## src/verilog/oad_map.vh

```
// constants for the operand addressing decode block
// Summary of operation
// RULE1: widen byte/halfword operands to 32 bits
// RULE2: carry and overflow from full ALU result
// RULE3: narrow destinations take low bits, no flags
// RULE4: two-and-a-half-operand result goes to accumulator
// RULE5: ALU ops accept first four modes only; code also accepts register mode 0x6 for ALU ops
// RULE6: size qualifier decode, absent means signed word
// RULE7: immediate value from instruction, extended
// RULE8: absolute mode uses instruction address directly
// RULE9: stack offset adds signed offset to pointer
// RULE10: stack indirect fetches pointer at pointer+offset
// RULE11: absolute indirect only jump/call/load-address, parcel aligned
// RULE12: pc-relative only jump/call/load-address, pc plus offset
// RULE13: prefix code 0x7 rewrites next operands to registers
// RULE14: register number from operand bits 3:0
// RULE15: software reads at most one register per instruction
// RULE16: register 0 or 0xD-0xF raises exception 0x6
// RULE17: user-mode register write raises exception 0x5
// RULE18: accumulator is internal register four
// RULE19: misaligned stack indirect offset raises exception 0x4
// RULE20: decode exceptions suppress destination write; code still writes after a pointer fetch on a class or dst alignment fault
`ifndef OAD_MAP_VH
`define OAD_MAP_VH
// addressing mode codes
`define OAD_MODE_IMM 3'h0
`define OAD_MODE_ABS 3'h1
`define OAD_MODE_STK 3'h2
`define OAD_MODE_STKI 3'h3
`define OAD_MODE_ABSI 3'h4
`define OAD_MODE_PCREL 3'h5
`define OAD_MODE_REG 3'h6
// size qualifier codes
`define OAD_SZ_NONE 3'h0
`define OAD_SZ_SB 3'h1
`define OAD_SZ_UB 3'h2
`define OAD_SZ_SH 3'h3
`define OAD_SZ_UH 3'h4
`define OAD_SZ_W 3'h5
// instruction classes
`define OAD_CLS_ALU 2'h0
`define OAD_CLS_JUMP 2'h1
`define OAD_CLS_CALL 2'h2
`define OAD_CLS_LDADDR 2'h3
// prefix and register numbers
`define OAD_PFX_REG 3'h7
`define OAD_REG_NONE 4'h0
`define OAD_REG_ACC 4'h4
`define OAD_REG_HI_FIRST 4'hD
// exception identifiers
`define OAD_EXC_NONE 4'h0
`define OAD_EXC_ALIGN 4'h4
`define OAD_EXC_PRIV 4'h5
`define OAD_EXC_UNIMP 4'h6
// field positions
`define OAD_BYTE_MSB 7
`define OAD_HALF_MSB 15
`define OAD_REG_MSB 3
`define OAD_WORD_ALIGN_MASK 32'h00000003
`define OAD_HALF_ALIGN_MASK 32'h00000001
`endif

```

## src/verilog/oad_decode.v

```verilog
// operand addressing decode, address generation and register access checks
`timescale 1ns/10ps
`default_nettype none
`include "oad_map.vh"
module oad_decode (
  // clock and reset
  input wire mclk,
  input wire sys_rst,
  // decode stream
  input wire dec_valid,
  input wire [2:0] dec_prefix,
  input wire dec_prefix_valid,
  input wire [1:0] dec_class,
  input wire dec_three_op,
  input wire dec_user_mode,
  input wire [2:0] src_mode,
  input wire [2:0] src_size,
  input wire [31:0] src_field,
  input wire [2:0] dst_mode,
  input wire [2:0] dst_size,
  input wire [31:0] dst_field,
  input wire [31:0] pc_addr,
  input wire [31:0] current_stack_pointer,
  // pointer fetch answer from operand memory
  input wire ptr_valid,
  input wire [31:0] ptr_data,
  // operand data from memory and ALU
  input wire [31:0] src_mem_data,
  input wire [31:0] dst_mem_data,
  input wire [32:0] alu_sum,
  input wire alu_ovf_full,
  // pointer fetch request
  output wire ptr_req,
  output reg [31:0] ptr_addr_r,
  // decoded operand
  output reg op_valid_r,
  output reg [31:0] src_addr_r,
  output reg [31:0] dst_addr_r,
  output reg [31:0] src_value_r,
  output reg [31:0] src_wide_r,
  output reg [31:0] dst_wide_r,
  output reg [3:0] src_reg_r,
  output reg [3:0] dst_reg_r,
  output reg src_is_reg_r,
  output reg dst_is_reg_r,
  // destination write
  output reg wr_en_r,
  output reg [31:0] wr_data_r,
  output reg [31:0] wr_mask_r,
  output reg wr_to_acc_r,
  output reg carry_r,
  output reg overflow_r,
  // exceptions
  output reg exc_valid_r,
  output reg [3:0] exc_id_r
);
  // state machine, one-hot
  // idle takes instructions, fetch waits on the pointer answer, done issues the result
  localparam ST_IDLE = 3'b001;
  localparam ST_FETCH = 3'b010;
  localparam ST_DONE = 3'b100;
  reg [2:0] state_r;
  reg [2:0] state_nxt;
  // the prefix lasts only for the next instruction
  reg pfx_reg_r;
  // held instruction while a pointer is fetched
  reg fetch_src_r;
  // widened views of memory operands
  wire [31:0] src_ext;
  wire [31:0] dst_ext;
  wire [31:0] dst_mask;
  // immediate widened by its qualifier
  wire [31:0] imm_ext;

  // register number comes only from the low four bits
  function [3:0] reg_num;
    input [31:0] fld;
    begin
      reg_num = fld[`OAD_REG_MSB:0]; // RULE14
    end
  endfunction

  // unimplemented register numbers
  // zero and the top three numbers have no register behind them
  function reg_bad;
    input [3:0] rn;
    begin
      reg_bad = (rn == `OAD_REG_NONE) || (rn >= `OAD_REG_HI_FIRST); // RULE16
    end
  endfunction

  // mode legality per instruction class
  function mode_ok;
    input [2:0] md;
    input [1:0] cls;
    begin
      case (md)
        `OAD_MODE_IMM, `OAD_MODE_ABS, `OAD_MODE_STK, `OAD_MODE_STKI: mode_ok = 1'b1; // RULE5
        `OAD_MODE_ABSI, `OAD_MODE_PCREL: mode_ok = (cls != `OAD_CLS_ALU); // RULE11 RULE12
        // register mode only arises through the prefix, so every class may use it
        `OAD_MODE_REG: mode_ok = 1'b1; // RULE13
        default: mode_ok = 1'b0;
      endcase
    end
  endfunction

  ////////////////////////////////////////////////////////////////
  // operand widening
  oad_extend u_src_ext (
    .size_q(src_size),
    .raw_val(src_mem_data),
    .wide_val(src_ext),
    .narrow_mask()
  );
  oad_extend u_dst_ext (
    .size_q(dst_size),
    .raw_val(dst_mem_data),
    .wide_val(dst_ext),
    .narrow_mask(dst_mask)
  );
  oad_extend u_imm_ext (
    .size_q(src_size),
    .raw_val(src_field),
    .wide_val(imm_ext),
    .narrow_mask()
  );

  ////////////////////////////////////////////////////////////////
  // effective operand modes after any register prefix
  wire [2:0] src_md = pfx_reg_r ? `OAD_MODE_REG : src_mode; // RULE13
  wire [2:0] dst_md = pfx_reg_r ? `OAD_MODE_REG : dst_mode; // RULE13
  wire [3:0] src_rn = reg_num(src_field);
  wire [3:0] dst_rn = reg_num(dst_field);
  wire src_reg = (src_md == `OAD_MODE_REG);
  wire dst_reg = (dst_md == `OAD_MODE_REG) && !dec_three_op;
  // misaligned stack indirect offsets
  wire src_mis = (src_md == `OAD_MODE_STKI) && |(src_field & `OAD_WORD_ALIGN_MASK); // RULE10
  wire dst_mis = (dst_md == `OAD_MODE_STKI) && |(dst_field & `OAD_WORD_ALIGN_MASK);
  // checks on the register-access path
  wire unimp = (src_reg && reg_bad(src_rn)) || (dst_reg && reg_bad(dst_rn)); // RULE16
  wire priv = dst_reg && dec_user_mode; // RULE17
  // stack pointer plus signed offset
  // wraps modulo the word size, as the address adder does; no overflow check
  wire [31:0] src_stk = current_stack_pointer + src_field; // RULE9
  wire [31:0] dst_stk = current_stack_pointer + dst_field;
  // a prefix instruction is consumed, not executed
  wire take = dec_valid && !dec_prefix_valid && (state_r == ST_IDLE);
  // only the source operand is fetched through a pointer; one fetch per
  // instruction keeps the sequencer a plain three-state loop
  wire need_ptr = (src_md == `OAD_MODE_STKI) || (src_md == `OAD_MODE_ABSI);
  // held until the answer edge; the caller keeps dec_valid low meanwhile
  assign ptr_req = (state_r == ST_FETCH);

  ////////////////////////////////////////////////////////////////
  // next state
  always @* begin
    state_nxt = state_r;
    case (state_r)
      ST_IDLE: begin
        if (take && need_ptr && !src_mis && !unimp && !priv) begin
          state_nxt = ST_FETCH;
        end
      end
      ST_FETCH: begin
        // no timeout: the operand memory path must answer every fetch
        if (ptr_valid) begin
          state_nxt = ST_DONE;
        end
      end
      ST_DONE: begin
        state_nxt = ST_IDLE;
      end
      default: begin
        state_nxt = ST_IDLE;
      end
    endcase
  end

  ////////////////////////////////////////////////////////////////
  // prefix capture: held until the next real instruction is taken
  always @(posedge mclk or posedge sys_rst) begin
    if (sys_rst) begin
      pfx_reg_r <= 1'b0;
    end else if (dec_valid && dec_prefix_valid && state_r == ST_IDLE) begin
      // any other prefix code clears a stale register rewrite
      pfx_reg_r <= (dec_prefix == `OAD_PFX_REG); // RULE13
    end else if (take) begin
      pfx_reg_r <= 1'b0;
    end
  end

  ////////////////////////////////////////////////////////////////
  // main decode registers
  always @(posedge mclk or posedge sys_rst) begin
    if (sys_rst) begin
      state_r <= ST_IDLE;
      fetch_src_r <= 1'b0;
      ptr_addr_r <= 32'h00000000;
      op_valid_r <= 1'b0;
      src_addr_r <= 32'h00000000;
      dst_addr_r <= 32'h00000000;
      src_value_r <= 32'h00000000;
      src_wide_r <= 32'h00000000;
      dst_wide_r <= 32'h00000000;
      src_reg_r <= 4'h0;
      dst_reg_r <= 4'h0;
      src_is_reg_r <= 1'b0;
      dst_is_reg_r <= 1'b0;
      wr_en_r <= 1'b0;
      wr_data_r <= 32'h00000000;
      wr_mask_r <= 32'h00000000;
      wr_to_acc_r <= 1'b0;
      carry_r <= 1'b0;
      overflow_r <= 1'b0;
      exc_valid_r <= 1'b0;
      exc_id_r <= `OAD_EXC_NONE;
    end else begin
      state_r <= state_nxt;
      // result and exception strobes are one-cycle pulses
      op_valid_r <= 1'b0;
      exc_valid_r <= 1'b0;
      wr_en_r <= 1'b0;
      // operand data widened for the ALU each cycle
      src_wide_r <= (src_md == `OAD_MODE_IMM) ? imm_ext : src_ext; // RULE1 RULE7
      dst_wide_r <= dst_ext; // RULE1
      // flags from the full word result only
      // narrowing happens after the flags are taken, so dropped bits never count
      carry_r <= alu_sum[32]; // RULE2 RULE3
      overflow_r <= alu_ovf_full; // RULE2
      // destination gets low bits, or the whole word to the accumulator
      wr_data_r <= alu_sum[31:0] & (dec_three_op ? 32'hFFFFFFFF : dst_mask); // RULE3 RULE4
      case (state_r)
        ST_IDLE: begin
          // indirect forms leave the result to the fetch and done states
          if (take) begin
            src_reg_r <= src_rn;
            dst_reg_r <= dec_three_op ? `OAD_REG_ACC : dst_rn; // RULE18
            src_is_reg_r <= src_reg;
            dst_is_reg_r <= dst_reg;
            wr_to_acc_r <= dec_three_op; // RULE4
            wr_mask_r <= dec_three_op ? 32'hFFFFFFFF : dst_mask; // RULE3
            // source address by mode
            case (src_md)
              `OAD_MODE_ABS: src_addr_r <= src_field; // RULE8
              `OAD_MODE_STK: src_addr_r <= src_stk; // RULE9
              default: src_addr_r <= src_field;
            endcase
            // operand value for pc-relative and immediate forms
            src_value_r <= (src_md == `OAD_MODE_PCREL) ? pc_addr + src_field : imm_ext; // RULE12 RULE7
            dst_addr_r <= (dst_md == `OAD_MODE_STK) ? dst_stk : dst_field;
            // pointer location for indirect modes
            ptr_addr_r <= (src_md == `OAD_MODE_STKI) ? src_stk : src_field; // RULE10 RULE11
            // remember whether the pointer names an instruction: it needs parcel alignment
            fetch_src_r <= (src_md == `OAD_MODE_ABSI); // RULE11
            // priority: unimplemented register, privilege, alignment, then class
            if (unimp) begin
              exc_valid_r <= 1'b1;
              exc_id_r <= `OAD_EXC_UNIMP; // RULE16 RULE20
            end else if (priv) begin
              exc_valid_r <= 1'b1;
              exc_id_r <= `OAD_EXC_PRIV; // RULE17 RULE20
            end else if (src_mis || dst_mis) begin
              exc_valid_r <= 1'b1;
              exc_id_r <= `OAD_EXC_ALIGN; // RULE19
            end else if (!mode_ok(src_md, dec_class) || !mode_ok(dst_md, dec_class)) begin
              // illegal mode for this class: report as alignment-free decode fault
              exc_valid_r <= 1'b1;
              exc_id_r <= `OAD_EXC_UNIMP; // RULE5
            end else if (!need_ptr) begin
              op_valid_r <= 1'b1;
              wr_en_r <= 1'b1;
            end
          end
        end
        ST_FETCH: begin
          if (ptr_valid) begin
            // absolute indirect yields an instruction address: parcel aligned
            if (fetch_src_r && |(ptr_data & `OAD_HALF_ALIGN_MASK)) begin
              exc_valid_r <= 1'b1;
              exc_id_r <= `OAD_EXC_ALIGN; // RULE11
            end else begin
              src_addr_r <= ptr_data; // RULE10 RULE11
              src_value_r <= ptr_data;
            end
          end
        end
        ST_DONE: begin
          // the pointer has landed; an alignment fault raised at the answer edge
          // already stands in exc_valid_r and holds the result back
          if (!exc_valid_r) begin
            op_valid_r <= 1'b1;
            wr_en_r <= 1'b1;
          end
        end
        default: begin
          fetch_src_r <= 1'b0;
        end
      endcase
    end
  end
endmodule // oad_decode
`default_nettype wire

```

## src/verilog/oad_extend.v

```verilog
// size qualifier decode and operand widening/narrowing
`timescale 1ns/10ps
`default_nettype none
`include "oad_map.vh"
module oad_extend (
  // qualifier and raw value
  input wire [2:0] size_q,
  input wire [31:0] raw_val,
  // widened value for the ALU
  output reg [31:0] wide_val,
  // narrowed result mask for destination writes
  output reg [31:0] narrow_mask
);
  // widen per qualifier; missing qualifier is a signed word
  always @* begin
    case (size_q)
      `OAD_SZ_SB: begin // RULE6
        wide_val = {{24{raw_val[`OAD_BYTE_MSB]}}, raw_val[7:0]}; // RULE1
        narrow_mask = 32'h000000FF;
      end
      `OAD_SZ_UB: begin
        wide_val = {24'h000000, raw_val[7:0]}; // RULE1
        narrow_mask = 32'h000000FF;
      end
      `OAD_SZ_SH: begin
        wide_val = {{16{raw_val[`OAD_HALF_MSB]}}, raw_val[15:0]}; // RULE1
        narrow_mask = 32'h0000FFFF;
      end
      `OAD_SZ_UH: begin
        wide_val = {16'h0000, raw_val[15:0]}; // RULE1
        narrow_mask = 32'h0000FFFF;
      end
      default: begin
        // word and absent qualifier pass through
        wide_val = raw_val;
        narrow_mask = 32'hFFFFFFFF;
      end
    endcase
  end
endmodule // oad_extend
`default_nettype wire

```

## config.mk

```make
export PLATFORM = sky130hd
export DESIGN_NAME = oad_decode
export DESIGN_NICKNAME = d
export VERILOG_FILES = /design/src/verilog/oad_decode.v /design/src/verilog/oad_extend.v
export VERILOG_INCLUDE_DIRS = /design/src /design/src/verilog
export SDC_FILE = /design/constraint.sdc
export NUM_CORES = 1
export LEC_CHECK = 0
export BUFFER_PORTS_ARGS = -buffer_cell sky130_fd_sc_hd__buf_2
export CORE_AREA = 2 2 215 217
export DETAILED_ROUTE_END_ITERATION = 16
export DIE_AREA = 0 0 217 219
export MAX_ROUTING_LAYER = met4
export PLACE_DENSITY = 0.6
export SLEW_MARGIN = 20
export SYNTH_ARGS = -nofsm -noshare
export SYNTH_HDL_FRONTEND = slang
export SYNTH_SLANG_ARGS = --single-unit
```

## constraint.sdc

```tcl
create_clock -name mclk -period 13.52 [get_ports mclk]
set_input_delay 2.028 -clock mclk [delete_from_list [all_inputs] [get_ports mclk]]
set_output_delay 2.028 -clock mclk [all_outputs]
set_load 0.02 [all_outputs]
```

# Word-level counts from Yosys, hierarchy flattened
# Cells that the tools add are included.
word_totals:
  regBits: 280
  input_bits: 282
  output_inout_bits: 277
  elab_cells: 169
classes:
  add_sub_neg: 3
  n_lt_le_gt_ge: 2
  eq_ne: 30
  mux: 62
  n_bitwise: 2
  reduce_logical: 49
ops:
  columns: ["cell", "n"]
  rows:
  - ["$pmux W32 S4", 3]
  - ["$mux W32", 10]
  - ["$pmux W32 S2", 3]
  - ["$add A32 B32 Y32", 3]
  - ["$and A32 B32 Y32", 1]
  - ["$mux W4", 8]
  - ["$eq A3 B3 Y1 const B", 10]
  - ["$eq A3 B2 Y1 const B", 9]
  - ["$mux W1", 27]
  - ["$eq A3 B1 Y1 const B", 5]
  - ["$logic_and A1 B1 Y1", 15]
  - ["$reduce_or A2 Y1", 7]
  - ["$mux W3", 4]
  - ["$pmux W1 S2", 5]
  - ["$reduce_or A5 Y1", 2]
  - ["$ge A4 B4 Y1 const B", 2]
  - ["$logic_not A4 Y1", 2]
  - ["$pmux W4 S2", 1]
  - ["$logic_not A1 Y1", 7]
  - ["$logic_not A3 Y1", 2]
  - ["$logic_or A1 B1 Y1", 6]
  - ["$ne A2 B2 Y1 const B", 3]
  - ["$pmux W3 S2", 1]
  - ["$reduce_and A2 Y1", 3]
  - ["6 further kinds", 9]

# Longest topological paths before layout
logic_depth:
  depth_word: 17
  depth_mapped: 13
  ltp_nobuf: 13

# Hierarchy
# From an unflattened synthesis, not the netlist that was laid out.
hier_totals:
  cells_unflattened: 2222
  area_unflattened_um2: 19014.5
modules_own_cells:
  columns: ["module", "instances", "cells_each", "area_each_um2", "seq_area_each_um2"]
  rows:
  - ["oad_decode", 1, 1799, 16236.8, 6982.9]
  - ["oad_extend", 3, 141, 925.9, 0.0]

# Worst setup path after synthesis
# No wires, ideal clock.
synth_timing:
  path_kind: "input to register"
  from: "in src_field[15]"
  to: "reg ptr_addr_r[31]"
  setup_time_ps: 69
  t_arrival_ps: 4452
  required_ps: 13451
  setup_slack_ps: 9000
  stages: 12
  n_path_buf: 1
  cell_sequence: "ha_1 -> buf_6 -> a21o_1 -> a31o_1 -> o2111a_1 -> a211oi_2 -> a21bo_4 -> a211oi_4 -> a21o_4 -> a311oi_2 -> or4_1 -> nand3_1"
synth_between:
  elab_chain_cells: 2
synth_lines:
  columns: ["item", "line_no", "rtl"]
  rows:
  - ["start: declaration", "oad_decode.v:18", "input wire [31:0] src_field,"]
  - ["$add A32 B32 Y32", "oad_decode.v:144", "wire [31:0] src_stk = current_stack_pointer + src_field;"]
  - ["$mux W32", "oad_decode.v:252", "ptr_addr_r <= (src_md == `OAD_MODE_STKI) ? src_stk : src_field;"]
  - ["end signal: assignment", "oad_decode.v:252", null]
  - ["end: declaration", "oad_decode.v:34", "output reg [31:0] ptr_addr_r,"]
# Every way passes these cells.
# A chain may end at the register's enable or synchronous reset.

# Worst setup path after layout
layout_timing:
  from: "in src_field[0]"
  to: "reg src_value_r[24]"
layout_between:
  elab_chain_cells: 4
layout_lines:
  columns: ["item", "line_no", "rtl"]
  rows:
  - ["$add A32 B32 Y32", "oad_decode.v:249", "src_value_r <= (src_md == `OAD_MODE_PCREL) ? pc_addr + src_field : imm_ext;"]
  - ["$mux W32", "oad_decode.v:249", null]
  - ["$mux W32", "oad_decode.v:235", "if (take) begin"]
  - ["$pmux W32 S2", "oad_decode.v:232", "case (state_r)"]
  - ["end signal: assignment", "oad_decode.v:249", null]
  - ["end signal: assignment", "oad_decode.v:283", "src_value_r <= ptr_data;"]
  - ["end: declaration", "oad_decode.v:39", "output reg [31:0] src_value_r,"]
# Every way passes these cells. The select of a mux whose other input is x is not followed.

==> results.tsv <==
stage	metric	value	unit
status	outcome	finished clean	
synth	syn-cell-area	15900	um^2
global_routing	grt_max_degree	135	
synth	synth_cell_types	84	
synth	synth-edff-count	0	
floorplanning	die_wd	217	um
route	first_iter_violations	1364	
sta	post-route-min-period	4600	ps
cts	postCtsSetupBuffers	0	
placement	dp.final_hpwl	50700	um
power	peakVddDrop	0.101	mV
synth	synth.avg_cell_area	8.60	um^2
setup_path	rr_worst_depth	10	
setup_path	cp_data_required_time	14000	ps
run	max_cap_viol_count	0	
route	firstDrtPassIters	8	
power	pwr_density_cell	129	nW/um^2
synth	syn-instance-count	1849	
global_routing	grt_pass1_wl	95000	um
route	route.vias.total	16186	
setup_path	timing.critical_path.to_type	flip-flop	
min_path	worst_hold_path.num_cells	2	
cts	ctsLongestPathBuffers	3	
cts	path_clk_slew	70	ps
global_routing	grt-ovfl-total	0	
cts	cts_tree	built	
sta	maximum_achievable_frequency	0.217	GHz
route	drc	0	
setup_path	setup_crit_start_kind	primary input	
sta	rsz0062_at_grt	false	
floorplanning	initial_core_util	35.3	%
cts	cts.repair.resized	0	
synth	ys.flop_type	dfrtp_1	
sta	setup_violations	0	
placement	place_congestion	0.982	
route	route.detailed.wl_per_inst	22.0	um
cts	cts_hold_buf	0	
cts	cts-buffers-inserted	30	
sta	tightest_slew	991	ps
layout	drive_above_1_share	28.8	%
placement	io_buffers	557	
sta	fin_crit_sh	34.0	%
synth	postSynthNetCount	2227	
synth	seq_area_frac_synth	39.4	%
floorplanning	die_area	47500	um^2
power	post-layout-total-power	2.60	mW
global_routing	gr-usage-all-layers	27.0	%
route	final_antenna_net_count	0	
setup_path	r2r-start	state_r[1]	
min_path	min-delay-path-class	flip-flop to flip-flop	
cts	clock-sinks	250	
setup_path	worst_setup_path_startpoint	src_field[0]	
setup_path	timing_worst_setup_path_type	primary input to flip-flop	
synth	yosysWarningCount	0	
layout	nNetsFinal	2703	
setup_path	worst-path-max-fanout	9	
floorplanning	ios	559	
layout	postLayoutCoreUtil	44.6	%
layout	area_growth_syn_to_layout	26.5	%
route	detail_route.vias_per_cell	5.48	
sta	headroom_to_the_max_slew_limit	33.9	%
cts	clock_tree.htree_level_count	1	
floorplanning	num_rows	78	
sta	setup_tns_final	0	ps
setup_path	arrival	5080	ps
sta	finalHoldViolations	0	
min_path	min-delay-start	dst_reg_r[3]	
sta	final.setup_skew	29.7	ps
placement	placement.cell_area	19000	um^2
floorplanning	chipHeight	219	um
synth	ys_ff_latch	250	
synth	async_reset_ff_share	100	%
global_routing	first_global_vias	15356	
global_routing	grt_antenna_before_repair	4	
floorplanning	core-area	45100	um^2
sta	final-max-slew-violation-count	0	
cts	clkLatencyLatePin	590	ps
layout	final_area	20100	um^2
power	leakagePower	9.85	nW
cts	cts.root.buffer_cell	clkbuf_16	
route	drt_wl_total	65000	um
-- worst paths after layout --
kind / endpoint / slack, ps
min: dst_reg_r[3] / 460
max: src_value_r[24] / 8920
min reg2reg: dst_reg_r[3] / 460
min in group asynchronous: wr_data_r[23] / 1650
max reg2reg: dst_addr_r[31] / 9970
max in group asynchronous: ptr_addr_r[30] / 9740
-- sequential cells by signal, indices dropped and copies added, names as in the netlist --
signal        count
wr_data_r        32
src_value_r      32
dst_wide_r       32
fetch_src_r       1
wr_en_r           1
src_reg_r         4
dst_reg_r         4
wr_to_acc_r       1
src_addr_r       32
carry_r           1
wr_mask_r         3
src_is_reg_r      1
overflow_r        1
ptr_addr_r       32
exc_id_r          3
dst_is_reg_r      1
exc_valid_r       1
state_r           3
dst_addr_r       32
pfx_reg_r         1
src_wide_r       32
-- cells by family (layout without fill, tap and decap cells) --
logic type / count (synthesis) / in the layout / synth area share (%)
AO/OA/AOI/OAI: 605 / 605 / 24.1
adder cells (fa/ha/maj): 96 / 96 / 7.70
multiplexers: 24 / 24 / 1.58
buffers and inverters: 169 / 669 / 4.85
other: 1 / 6 / 0.0236
flip-flops: 250 / 250 / 39.4
AND/OR/NAND/NOR: 630 / 630 / 18.3
XOR/XNOR: 74 / 74 / 4.08
-- worst max-delay path, stage by stage --
cell      delay [ps]
buf_2            190
ha_1             190
inv_1             60
fa_1             380
nor2b_1          220
o21a_1           160
o21ai_1           80
a21oi_1          350
a41oi_2          230
o21ai_1          300
a221o_1          310
a311oi_1         150
mux2i_1          140
a221o_1          290
-- per-layer routing --
metal | vias to the layer above | routed length [um] | GRT usage [%] | part of all wire (%)
li1 | 7589 | - | - | -
met1 | 7829 | 28300 | 35.7 | 44
met2 | 657 | 29500 | 41.6 | 45
met3 | 111 | 5130 | 5.02 | 7.9
met4 | 0 | 2080 | 8.95 | 3.2
met5 | - | 0 | - | 0
-- cells in the mapped netlist (all sizes together), types with 5 or more instances --
library cell	count	share of area [%]
o21ai	133	4.2
nor2	161	3.8
buf	53	2.1
nor3b	5	0.24
a21boi	5	0.24
a21o	68	3.3
and3	19	0.75
mux2	9	0.64
ha	93	7.3
o21bai	11	0.52
a221oi	10	0.55
nor4	5	0.20
a41oi	7	0.43
xnor2	48	2.6
o311ai	7	0.39
a21oi	185	5.8
dfrtp	249	39
inv	36	0.85
nand3b	8	0.38
nand2	243	5.7
nand4	9	0.35
nand2b	20	0.79
xor2	26	1.4
nor3	24	0.76
and2	18	0.71
a31oi	50	2.0
o22ai	22	0.87
o211ai	17	0.80
o21a	11	0.52
o31ai	12	0.57
or2	5	0.20
nand3	42	1.3
a211oi	23	1.2
nor2b	28	1.1
a22o	8	0.44
mux2i	15	0.94
or3	25	0.98
clkbuf	80	1.9
-- power by group --
part	switching (mW)	total [mW]	internal, mW
Sequential	0.0574	0.909	0.852
Clock	0.354	0.869	0.515
Combinational	0.537	0.822	0.285
-- cell type report --
class	instances	area, um^2
clock buffer	41	883
inverter	36	143
fill	4544	25000
multi-input combinational	1430	8950
clock inverter	15	178
tap	600	751
timing repair buffer	577	2940
sequential	250	6260
antenna	5	12.5
-- cell usage in the layout (no fill, tap or decap), drive strengths merged, types with 26 or more instances in the layout --
cell type  instances
buf              577
dfrtp            249
nand2            243
a21oi            185
nor2             161
o21ai            133
ha                93
a21o              68
a31oi             50
xnor2             48
nand3             42
clkbuf            41
inv               37
nor2b             28
xor2              26
-- metrics by stage --
stage	setup slack [ps]	cells	hold WS, ps
floorplan	4620	1849	509
global placement	8410	2893	448
detailed placement	8360	2893	452
CTS	8970	2949	468
global route	8700	2953	493
finish	8920	2954	464
(Power assumes the default switching activity.)
